`config.mk`:
```
export PLATFORM = sky130hd
export DESIGN_NAME = drr_row_repair_seq
export DESIGN_NICKNAME = d
export VERILOG_FILES = /design/src/common/drr_pkg.sv /design/src/hdl/drr_soft_store.sv /design/src/hdl/drr_row_repair_seq.sv
export SDC_FILE = /design/constraint.sdc
export NUM_CORES = 1
export LEC_CHECK = 0
export BUFFER_PORTS_ARGS = -buffer_cell sky130_fd_sc_hd__buf_4
export CAP_MARGIN = 15
export CORE_ASPECT_RATIO = 0.8
export CORE_MARGIN = 2
export CORE_UTILIZATION = 50
export CTS_CLUSTER_DIAMETER = 150
export CTS_CLUSTER_SIZE = 8
export DETAILED_ROUTE_END_ITERATION = 12
export PLACE_DENSITY_LB_ADDON = 0.08
export SYNTH_ARGS = -nofsm -noshare
export SYNTH_HDL_FRONTEND = slang
export SYNTH_SLANG_ARGS = --single-unit
```
`constraint.sdc`:
```
create_clock -name clk_i -period 2.4 [get_ports clk_i]
set_input_delay 0.12 -clock clk_i [delete_from_list [all_inputs] [get_ports clk_i]]
set_output_delay 0.12 -clock clk_i [all_outputs]
set_load 0.02 [all_outputs]
```
`src/common/drr_pkg.sv`:
```
package drr_pkg;
	// Command encodings on the decoded command bus
	typedef enum logic [2:0] {
		CMD_NOP = 3'b000,
		CMD_MRS = 3'b001,
		CMD_ACT = 3'b010,
		CMD_WR = 3'b011,
		CMD_PRE = 3'b100,
		CMD_REF = 3'b101,
		CMD_RD = 3'b110
	} drr_cmd_e;

	// One command slot from the controller
	typedef struct packed {
		logic valid;
		drr_cmd_e cmd;
		logic [1:0] bg;
		logic [1:0] ba;
		logic [17:0] addr;
	} drr_cmd_s;

	// Sequencer states
	typedef enum logic [3:0] {
		ST_IDLE = 4'h0,
		ST_HARD_KEY = 4'h1,
		ST_HARD_ARMED = 4'h2,
		ST_ACT = 4'h3,
		ST_WAIT_DATA = 4'h4,
		ST_SAMPLE = 4'h5,
		ST_PROGRAM = 4'h6,
		ST_DONE = 4'h7
	} drr_state_e;

	// Mode register field positions
	localparam int MR_HARD_BIT = 13;
	localparam int MR_SOFT_BIT = 5;
	localparam logic [1:0] MR_FOUR_ADDR = 2'h0;
	localparam logic [2:0] MR_SEL_ZERO = 3'h0;
	localparam logic [2:0] MR_SEL_FOUR = 3'h4;
	// Guard keys on address bits 11:7
	localparam logic [4:0] GUARD_KEY0 = 5'h19;
	localparam logic [4:0] GUARD_KEY1 = 5'h0f;
	localparam logic [4:0] GUARD_KEY2 = 5'h17;
	localparam logic [4:0] GUARD_KEY3 = 5'h07;
	// Data window: four clocks, eight burst bits
	localparam int DATA_CLKS = 4;
	localparam int HIGH_SKIP_CLKS = 2;
	// Identifier bit positions
	localparam int ID_HARD_POS = 7;
	localparam int ID_SOFT_POS = 6;
	localparam logic [7:0] ID_RESET = 8'h00;
	// Timing
	localparam int CLK_PERIOD_NS = 100;
	localparam int HARD_PGM_MS_X8 = 1000;
	localparam int HARD_PGM_MS_X16 = 2000;
	localparam longint HARD_PGM_CYC_X8 = (longint'(HARD_PGM_MS_X8) * 1000000 + CLK_PERIOD_NS - 1) / CLK_PERIOD_NS;
	localparam longint HARD_PGM_CYC_X16 = (longint'(HARD_PGM_MS_X16) * 1000000 + CLK_PERIOD_NS - 1) / CLK_PERIOD_NS;
	localparam int NUM_BG = 4;
endpackage : drr_pkg

```
`src/hdl/drr_soft_store.sv`:
```
`timescale 1ns/100ps
// Per bank group soft repair row store, registered read
module drr_soft_store
	import drr_pkg::*;
#(
	parameter int ROW_W = 18,
	parameter int BG_N = NUM_BG
) (
	// Clock and reset
	input wire logic clk_i,
	input wire logic srst_i,
	// Write side
	input wire logic wr_en_i,
	input wire logic [1:0] wr_bg_i,
	input wire logic [1:0] wr_ba_i,
	input wire logic [ROW_W-1:0] wr_row_i,
	// Read side
	input wire logic [1:0] rd_bg_i,
	output logic rd_valid_o,
	output logic [1:0] rd_ba_o,
	output logic [ROW_W-1:0] rd_row_o
);
	logic [BG_N-1:0] valid_reg;
	logic [1:0] ba_reg [BG_N];
	logic [ROW_W-1:0] row_reg [BG_N];

	// One entry per bank group, new write replaces old
	genvar g;
	generate
		for (g = 0; g < BG_N; g++) begin : g_ent
			always_ff @(posedge clk_i) begin
				if (srst_i) begin
					valid_reg[g] <= 1'b0;
					ba_reg[g] <= 2'h0;
					row_reg[g] <= '0;
				end else if (wr_en_i && wr_bg_i == 2'(g)) begin
					valid_reg[g] <= 1'b1;
					ba_reg[g] <= wr_ba_i;
					row_reg[g] <= wr_row_i;
				end
			end
		end
	endgenerate

	// Registered read port
	always_ff @(posedge clk_i) begin
		if (srst_i) begin
			rd_valid_o <= 1'b0;
			rd_ba_o <= 2'h0;
			rd_row_o <= '0;
		end else begin
			rd_valid_o <= valid_reg[rd_bg_i];
			rd_ba_o <= ba_reg[rd_bg_i];
			rd_row_o <= row_reg[rd_bg_i];
		end
	end
endmodule : drr_soft_store

```
`src/hdl/drr_row_repair_seq.sv`:
```
`timescale 1ns/100ps
// Functional notes
// - Repair only if every data line low in all eight burst bits.
// - Data all high two or more clocks skips repair; other patterns undefined.
// - Soft repair enabled while mode register four bit 5 is one and bit 13 is zero.
// - Soft repairs persist until reset or rewrite of same bank group.
// - One soft row per bank group; new repair replaces old.
// - Bank group with used-up hard resources ignores repair sequences.
// - Identifier byte reports hard availability at bit 7, soft at bit 6.
module drr_row_repair_seq
	import drr_pkg::*;
#(
	parameter int DQ_W = 8,
	parameter int ROW_W = 18,
	parameter int WL_MAX = 32,
	parameter bit WIDE_X16 = 1'b0,
	parameter longint HARD_PGM_CYC = WIDE_X16 ? HARD_PGM_CYC_X16 : HARD_PGM_CYC_X8,
	parameter logic HARD_SUPPORTED = 1'b1,
	parameter logic SOFT_SUPPORTED = 1'b1
) (
	// Clock and reset
	input wire logic clk_i,
	input wire logic srst_i,
	// Command bus from controller
	input wire drr_cmd_s cmd_i,
	input wire logic [5:0] write_latency_i,
	// Data pins (already synchronous to clk)
	input wire logic [DQ_W-1:0] dq_rise_i,
	input wire logic [DQ_W-1:0] dq_fall_i,
	// Per bank group hard resource state
	input wire logic [NUM_BG-1:0] hard_spent_i,
	// Repair outputs
	output logic hard_mode_o,
	output logic soft_mode_o,
	output logic hard_fire_o,
	output logic [1:0] fire_bg_o,
	output logic [1:0] fire_ba_o,
	output logic [ROW_W-1:0] fire_row_o,
	output logic [7:0] repair_support_identifier_o,
	output logic [1:0] lookup_ba_o,
	output logic [ROW_W-1:0] lookup_row_o,
	output logic lookup_valid_o
);
	drr_state_e state_reg, state_next;
	logic hard_mode_reg;
	logic soft_mode_reg;
	logic [1:0] key_idx_reg;
	logic [1:0] bg_reg;
	logic [1:0] ba_reg;
	logic [ROW_W-1:0] row_reg;
	logic [5:0] wl_cnt_reg;
	logic [2:0] data_cnt_reg;
	logic all_low_reg;
	logic [2:0] high_run_reg;
	logic soft_wr_reg;
	logic [63:0] pgm_cnt_reg;

	// Command decode
	wire is_mrs = cmd_i.valid && cmd_i.cmd == CMD_MRS;
	wire mrs_four = is_mrs && cmd_i.addr[17:15] == MR_SEL_FOUR;
	wire mrs_zero = is_mrs && cmd_i.addr[17:15] == MR_SEL_ZERO;
	wire is_act = cmd_i.valid && cmd_i.cmd == CMD_ACT;
	wire is_wr = cmd_i.valid && cmd_i.cmd == CMD_WR;
	wire is_pre = cmd_i.valid && cmd_i.cmd == CMD_PRE;
	wire other_cmd = cmd_i.valid && !mrs_zero && !mrs_four;
	wire hard_bit = cmd_i.addr[MR_HARD_BIT];
	wire soft_bit = cmd_i.addr[MR_SOFT_BIT];
	wire [4:0] key_field = cmd_i.addr[11:7];
	wire [4:0] key_want = key_idx_reg == 2'd0 ? GUARD_KEY0 :
		key_idx_reg == 2'd1 ? GUARD_KEY1 :
		key_idx_reg == 2'd2 ? GUARD_KEY2 : GUARD_KEY3;
	wire key_ok = mrs_zero && key_field == key_want;
	// Data sample: all low both edges, all high both edges
	wire beat_low = ~|dq_rise_i && ~|dq_fall_i;
	wire beat_high = &dq_rise_i && &dq_fall_i;
	wire data_last = data_cnt_reg == 3'(DATA_CLKS - 1);
	wire repair_ok = all_low_reg && beat_low;
	wire skip_high = high_run_reg >= 3'(HIGH_SKIP_CLKS);
	wire pgm_done = soft_wr_reg || pgm_cnt_reg >= 64'(HARD_PGM_CYC);

	// Next state
	always_comb begin
		state_next = state_reg;
		case (state_reg)
			ST_IDLE: begin
				if (mrs_four && hard_bit && !soft_bit) begin
					state_next = ST_HARD_KEY;
				end else if (mrs_four && soft_bit && !hard_bit) begin
					state_next = ST_ACT;
				end
			end
			ST_HARD_KEY: begin
				if (mrs_four && !hard_bit) begin
					state_next = ST_IDLE;
				end else if (key_ok && key_idx_reg == 2'd3) begin
					state_next = ST_HARD_ARMED;
				end else if (other_cmd || (mrs_zero && !key_ok)) begin
					state_next = ST_DONE;
				end
			end
			ST_HARD_ARMED, ST_ACT: begin
				if (mrs_four && !hard_bit && !soft_bit) begin
					state_next = ST_IDLE;
				end else if (is_act) begin
					state_next = hard_spent_i[cmd_i.bg] ? ST_DONE : ST_WAIT_DATA;
				end
			end
			ST_WAIT_DATA: begin
				if (is_wr && cmd_i.bg == bg_reg && cmd_i.ba == ba_reg) begin
					state_next = ST_SAMPLE;
				end else if (is_pre) begin
					state_next = ST_DONE;
				end
			end
			ST_SAMPLE: begin
				if (wl_cnt_reg == 6'h0 && data_last) begin
					state_next = (repair_ok && !skip_high) ? ST_PROGRAM : ST_DONE;
				end
			end
			ST_PROGRAM: begin
				if (is_pre) begin
					state_next = ST_DONE;
				end
			end
			ST_DONE: begin
				if (mrs_four && !hard_bit && !soft_bit) begin
					state_next = ST_IDLE;
				end
			end
			default: state_next = ST_IDLE;
		endcase
	end

	// Sequencer registers
	always_ff @(posedge clk_i) begin
		if (srst_i) begin
			state_reg <= ST_IDLE;
			key_idx_reg <= 2'd0;
		end else begin
			state_reg <= state_next;
			// Index survives idle slots between keys, restarts outside key entry
			key_idx_reg <= (state_reg != ST_HARD_KEY) ? 2'd0 : key_ok ? key_idx_reg + 2'd1 : key_idx_reg;
		end
	end

	// Mode bits follow mode register four writes
	always_ff @(posedge clk_i) begin
		if (srst_i) begin
			hard_mode_reg <= 1'b0;
			soft_mode_reg <= 1'b0;
		end else if (mrs_four) begin
			hard_mode_reg <= hard_bit && !soft_bit;
			soft_mode_reg <= soft_bit && !hard_bit;
		end
	end

	// Capture target from activate, write latency count
	always_ff @(posedge clk_i) begin
		if (srst_i) begin
			bg_reg <= 2'h0;
			ba_reg <= 2'h0;
			row_reg <= '0;
			soft_wr_reg <= 1'b0;
			wl_cnt_reg <= 6'h0;
		end else begin
			if (is_act && (state_reg == ST_HARD_ARMED || state_reg == ST_ACT)) begin
				bg_reg <= cmd_i.bg;
				ba_reg <= cmd_i.ba;
				row_reg <= cmd_i.addr[ROW_W-1:0];
				soft_wr_reg <= state_reg == ST_ACT;
			end
			if (state_next == ST_SAMPLE && state_reg == ST_WAIT_DATA) begin
				wl_cnt_reg <= write_latency_i;
			end else if (state_reg == ST_SAMPLE && wl_cnt_reg != 6'h0) begin
				wl_cnt_reg <= wl_cnt_reg - 6'h1;
			end
		end
	end

	// Data window check over four clocks
	always_ff @(posedge clk_i) begin
		if (srst_i || state_reg != ST_SAMPLE || wl_cnt_reg != 6'h0) begin
			data_cnt_reg <= 3'h0;
			all_low_reg <= 1'b1;
			high_run_reg <= 3'h0;
		end else begin
			data_cnt_reg <= data_cnt_reg + 3'h1;
			all_low_reg <= all_low_reg && beat_low;
			high_run_reg <= beat_high ? high_run_reg + 3'h1 : 3'h0;
		end
	end

	// Program time counter
	always_ff @(posedge clk_i) begin
		if (srst_i || state_reg != ST_PROGRAM) begin
			pgm_cnt_reg <= 64'h0;
		end else if (!pgm_done) begin
			pgm_cnt_reg <= pgm_cnt_reg + 64'h1;
		end
	end

	// Repair fire pulse at precharge after programming
	wire fire = state_reg == ST_PROGRAM && is_pre && pgm_done;
	always_ff @(posedge clk_i) begin
		if (srst_i) begin
			hard_mode_o <= 1'b0;
			soft_mode_o <= 1'b0;
			hard_fire_o <= 1'b0;
			fire_bg_o <= 2'h0;
			fire_ba_o <= 2'h0;
			fire_row_o <= '0;
			repair_support_identifier_o <= ID_RESET;
		end else begin
			hard_mode_o <= hard_mode_reg;
			soft_mode_o <= soft_mode_reg;
			hard_fire_o <= fire && !soft_wr_reg;
			fire_bg_o <= bg_reg;
			fire_ba_o <= ba_reg;
			fire_row_o <= row_reg;
			repair_support_identifier_o <= ID_RESET;
			repair_support_identifier_o[ID_HARD_POS] <= HARD_SUPPORTED;
			repair_support_identifier_o[ID_SOFT_POS] <= SOFT_SUPPORTED;
		end
	end

	// Soft repair store
	drr_soft_store #(
		.ROW_W(ROW_W),
		.BG_N(NUM_BG)
	) u_store (
		.clk_i(clk_i),
		.srst_i(srst_i),
		.wr_en_i(fire && soft_wr_reg),
		.wr_bg_i(bg_reg),
		.wr_ba_i(ba_reg),
		.wr_row_i(row_reg),
		.rd_bg_i(cmd_i.bg),
		.rd_valid_o(lookup_valid_o),
		.rd_ba_o(lookup_ba_o),
		.rd_row_o(lookup_row_o)
	);
endmodule : drr_row_repair_seq

```
---- Word level (Yosys, flattened, before mapping) ----
Memories as Yosys holds them, arrays and structs flattened. A register that Yosys moved wholly into a read port is not among the register bits.
Cells that the tools add are included.
storage, ports and cells
  output and inout bits ................... 54
  logic and storage cells ................. 182
  bits in registers ....................... 146
  memories ................................ 2
  RAM bits ................................ 80
memories
  name             words  width  rd ports  clocked after memory_dff  write ports  RTL line              text
  u_store.row_reg  4      18     1         1                         4            drr_soft_store.sv:25  logic [ROW_W-1:0] row_reg [BG_N];
  u_store.ba_reg   4      2      1         1                         4            drr_soft_store.sv:24  logic [1:0] ba_reg [BG_N];
cells by class
  multiplexer cells ....................... 46
  $add $sub $neg .......................... 5
  $lt $le $gt $ge ......................... 3
  bitwise logic cells ..................... 9
  reduce and logical (&&, ||, !) cells .... 66
  equal/unequal tests ..................... 26
operator list
  cell                                                                     number
  18-bit two-way mux                                                       4
  64-bit by 1-bit adder with 64-bit output, second input constant          1
  64-bit by 24-bit >= comparator with 1-bit output, second input constant  1
  4-bit two-way mux                                                        11
  1-bit logical AND                                                        37
  4-bit one-hot mux with 7 select lines                                    1
  4-bit by 3-bit equality test with 1-bit output, second input constant    5
  1-bit two-way mux                                                        17
  8-bit AND reduction                                                      2
  8-bit OR reduction                                                       2
  5-bit two-way mux                                                        3
  6-bit two-way mux                                                        2
  2-bit two-way mux                                                        5
  3-bit by 2-bit equality test with 1-bit output, second input constant    3
  1-bit logical NOT                                                        9
  2-bit equality test, second input constant                               4
  4-bit by 2-bit equality test with 1-bit output, second input constant    2
  8-bit two-way mux                                                        1
  4-bit by 3-bit != test with 1-bit output, second input constant          2
  1-bit OR                                                                 8
  3-bit by 1-bit adder with 3-bit output, second input constant            2
  3-bit equality test, second input constant                               2
  6-bit logical NOT                                                        1
  1-bit logical OR                                                         6
  18 further kinds                                                         24

---- Logic depth before layout (Yosys ltp) ----
  depth in word-level cells ............... 16
  mapped depth ............................ 8
  depth with buffers taken out ............ 8

---- Cells and area by module ----
From an unflattened synthesis, not the netlist that was laid out.
second synthesis, totals
  cell total of the unflattened synthesis .. 857
  area, all modules ....................... 9561.7 sq um
by module, submodules not included
  module              instances  sequential area each (sq um)  area an instance (sq um)  cells an instance
  drr_row_repair_seq  1          2682.6                        5298.8                    573
  drr_soft_store      1          2902.8                        4262.8                    284

---- Worst setup path before layout ----
OpenSTA, ideal clock, no wires.
  kind .................................... reg2reg
  start point ............................. register state_reg[2]
  end point ............................... memory u_store.ba_reg[0][0] (enable)
  slack ................................... 0.145 ns
  library setup time ...................... 0.377 ns
  stages on the path, launching flop included .. 8
  period minus slack after synthesis ...... 2.255 ns
  required time ........................... 2.023 ns
  buffers on the path ..................... 2
  arrival time ............................ 1.879 ns
  cells stage by stage .................... dfxtp_1 nor2b_1 clkbuf_1 nand3_1 nor3_1 nand2b_1 clkbuf_1 nand2_1
RTL lines
  item                    RTL line                   text
  from (decl)             drr_row_repair_seq.sv:44   drr_state_e state_reg, state_next;
  from (signal assigned)  drr_row_repair_seq.sv:140  state_reg <= state_next;
  to (decl)               drr_soft_store.sv:24

---- Worst setup path in the final report ----
  start point ............................. register pgm_cnt_reg[16]
  end point ............................... register pgm_cnt_reg[21]
on the way
  word-level cells in the longest chain between the ends .. 2
  elaborated cells on any way between the ends .. 3
  those cells by class .................... add/sub (1); order compare (1); reduce/logical (1)
RTL lines
  item                                              RTL line                   text
  from (decl)                                       drr_row_repair_seq.sv:56   logic [63:0] pgm_cnt_reg;
  from (signal assigned)                            drr_row_repair_seq.sv:198  pgm_cnt_reg <= pgm_cnt_reg + 64'h1;
  64-bit by 24-bit >= comparator with 1-bit output  drr_row_repair_seq.sv:79   wire pgm_done = soft_wr_reg || pgm_cnt_reg >= 64'(HARD_PGM_CYC);
  1-bit logical OR                                  drr_row_repair_seq.sv:79
Several ways; a longest one is shown, not always the timed one.
A chain may end at the register's enable or synchronous reset.

==> results.toml <==
[setup_path]
rr_worst_depth = 6
start_kind = "register"
cp_num_buf_inv = 0
critPathKind = "register to register"
cp.required_ns = 2.83
rr_startpoint = "pgm_cnt_reg[16]"
critical_path_depth = 6
crit_arrival_ns = 2.67
crit_family = "simple AND/OR/NAND/NOR gates"
worstSetupStartpoint = "pgm_cnt_reg[16]"
cp_common_cell = "nand2_1"
crit_path_cell_trace = "o311a_1 -> o31a_4 -> nor4_4 -> nand2_1 -> or4_1 -> nand2_1"
path_max_fanout = 6
max_stage_delay_ns = 0.49
crit_slowest_cell = "or4_1"
end_kind = "register"

[sta]
rsz0062_at_grt = "false"
worst_pin_slew_ns = 0.643
max_freq_ghz = 0.445
setup_viol = 0
hold_violations = 0
period_share_pct = 93.7
min_period_ns = 2.25
slew-limit-headroom_pct = 56.6
skew_ns = 0.0170
layout_setup_ws_ns = 0.152
setup_tns_ns = 0
slew_violations = 0

[layout]
largest_register_ffs = 72
layout_common_cells = "dfxtp_1 (159), nor2_1 (123), buf_4 (123), nand2_1 (95), edfxtp_1 (80)"
fillers = 1417
area_growth_pct = 24.7
final_common_cell = "dfxtp_1"
final_area_um2 = 11600
drive_above_1_share_pct = 18.7
n_antenna_cell = 0
final_cells = 1280
fin_nets = 1074

[synthesis]
yosys_warnings = 0
ys_seq_area_share_pct = 59.9
synth_top_flop_cell = "dfxtp_1"
async_flop_share_pct = 0
ys_types = 52
netlist_area_um2 = 9330
synth_edf_count = 80
avgSynthCellArea_um2 = 10.8
synth-seq-cells = 239
synth_cells = 863

[place]
port_buffers = 101
post-dp-hpwl_mm = 13.5
placed_cell_area_um2 = 10400
post-place-ws_ns = 0.146
placed_cells = 1196
gp_congestion = 0.832

[clock_tree]
clockRootBuffer = "clkbuf_16"
cts_buffers = 35
clk_pin_slew_worst_paths_ns = 0.04
cts_max_level = 2
insertion_delay_ns = 0.50
cts_tree = "yes"
cts_buffer_depth = 3
cts.sinks = 239
postCtsSetupRepairBufs = 0

[hold_path]
hold_class = "input port to register"
min_from = "dq_rise_i[0]"
min_path_cells = 5

[drt]
wl_mm = 20.9
first_pass_iters = 5
drc = 0
final_antenna_net_count = 0
detail_route.wl_per_cell_um = 16.3
vias_per_cell = 5.28
drt-initial-drc-count = 540
num_vias = 6756

[floorplanning]
dieArea_um2 = 19800
fp-row-count = 44
start_util_pct = 51.2
dieWidth_um = 157
core_um2 = 18200
ioPinCount = 108
die_y_um = 126

[global_routing]
grt.overflow.total = 0
grt_use_total_pct = 21.9
grt_pass1_vias = 6861
grt_max_degree = 50
antenna_found_initial = 0
grt_pass1_wl_mm = 34.0

[power]
p_total_mw = 8.92
pwr_density_cell_nw_per_um2 = 767
ir_worst_vdd_v = 0.000434
p_leak_nw = 4.58

[outcome]
status = "completed"

[run]
cap_violations = 0
==> final timing paths <==
kind | slack (ns) | to
max | 0.15 | pgm_cnt_reg[21]
min reg2reg | 0.42 | data_cnt_reg[0]
max reg2reg | 0.15 | pgm_cnt_reg[21]
min | 0.05 | high_run_reg[0]
==> per-stage QoR <==
step | utilization [%] | hold WS (ns)
finish | 63.8 | 0.0505
global route | 63.8 | 0.0729
CTS | 63.8 | 0.0302
detailed placement | 57.0 | 0.370
global placement | 57.0 | 0.355
floorplan | - | 0.256
==> area by class of cell <==
class | instances | area, µm² | area share (%)
multi-input combinational | 543 | 3410 | 29.4
tap | 253 | 317 | 2.72
sequential | 239 | 5590 | 48.0
timing repair buffer | 152 | 1210 | 10.4
inverter | 38 | 143 | 1.23
clock inverter | 1 | 8.76 | 0.0753
clock buffer | 54 | 947 | 8.15
==> logic make-up (layout without fill, tap and decap cells) <==
| kind of cell | after synthesis | after routing | synth area share, % |
|---|---|---|---|
| and+or+nand+nor | 406 | 406 | 21.8 |
| DFF | 239 | 239 | 59.9 |
| buffers and inverters | 87 | 245 | 3.82 |
| AOI/OAI and AO/OA | 59 | 59 | 4.02 |
| xor gates and xnor gates | 30 | 30 | 2.82 |
| muxes | 30 | 30 | 6.17 |
| adders and majority gates | 11 | 11 | 1.48 |
| other | 1 | 7 | 0.0402 |
==> tightest hold or removal path, delay by kind of cell <==
kind / cells / cell delay, ns
buf+inv: 1 / 0.11
simple gates: 4 / 0.27
==> timing repair <==
item / in CTS / in global routing
hold buffers: 29 / 0
endpoints found under the setup margin: 0 / 0
hold endpoints to repair: 27 / 0
gates resized for setup: 0 / 0
==> routing by layer <==
metal / wire length (µm) / GRT usage, % / up-vias
li1: - / - / 3241
met1: 9250 / 29.2 / 3288
met2: 10000 / 36.1 / 188
met3: 1150 / 4.09 / 39
met4: 424 / 7.29 / 0
met5: 0 / 0 / -
==> report_power, final <==
| part | switching, mW | total (mW) | internal, mW | leakage, nW |
|---|---|---|---|---|
| Clock | 1.61 | 4.28 | 2.67 | 0.458 |
| Sequential | 0.0190 | 4.27 | 4.25 | 2.11 |
| Combinational | 0.189 | 0.375 | 0.186 | 2.01 |
==> cells in the mapped netlist, types with 4 or more instances <==
cell type,instances,share of area [%]
xnor2_1,9,0.85
or3_1,5,0.34
and3_1,6,0.40
dfxtp_1,159,34
nor4_1,15,1.0
nand3b_1,4,0.32
nand3_1,18,0.97
nor2_1,123,4.9
xor2_1,21,2.0
mux4_2,22,5.3
nor2b_1,7,0.47
edfxtp_1,80,26
nand4_1,14,0.94
mux2i_1,8,0.86
o21ai_0,5,0.27
a21oi_1,33,1.8
and2_1,66,4.4
o211ai_1,5,0.40
nand2_1,95,3.8
inv_1,37,1.5
buf_1,4,0.16
clkbuf_1,37,1.5
buf_4,8,0.64
ha_1,11,1.5
nor3_1,23,1.2
nand2b_1,4,0.27
or4_1,6,0.48
Note: power is estimated with default switching activity, not from simulation.
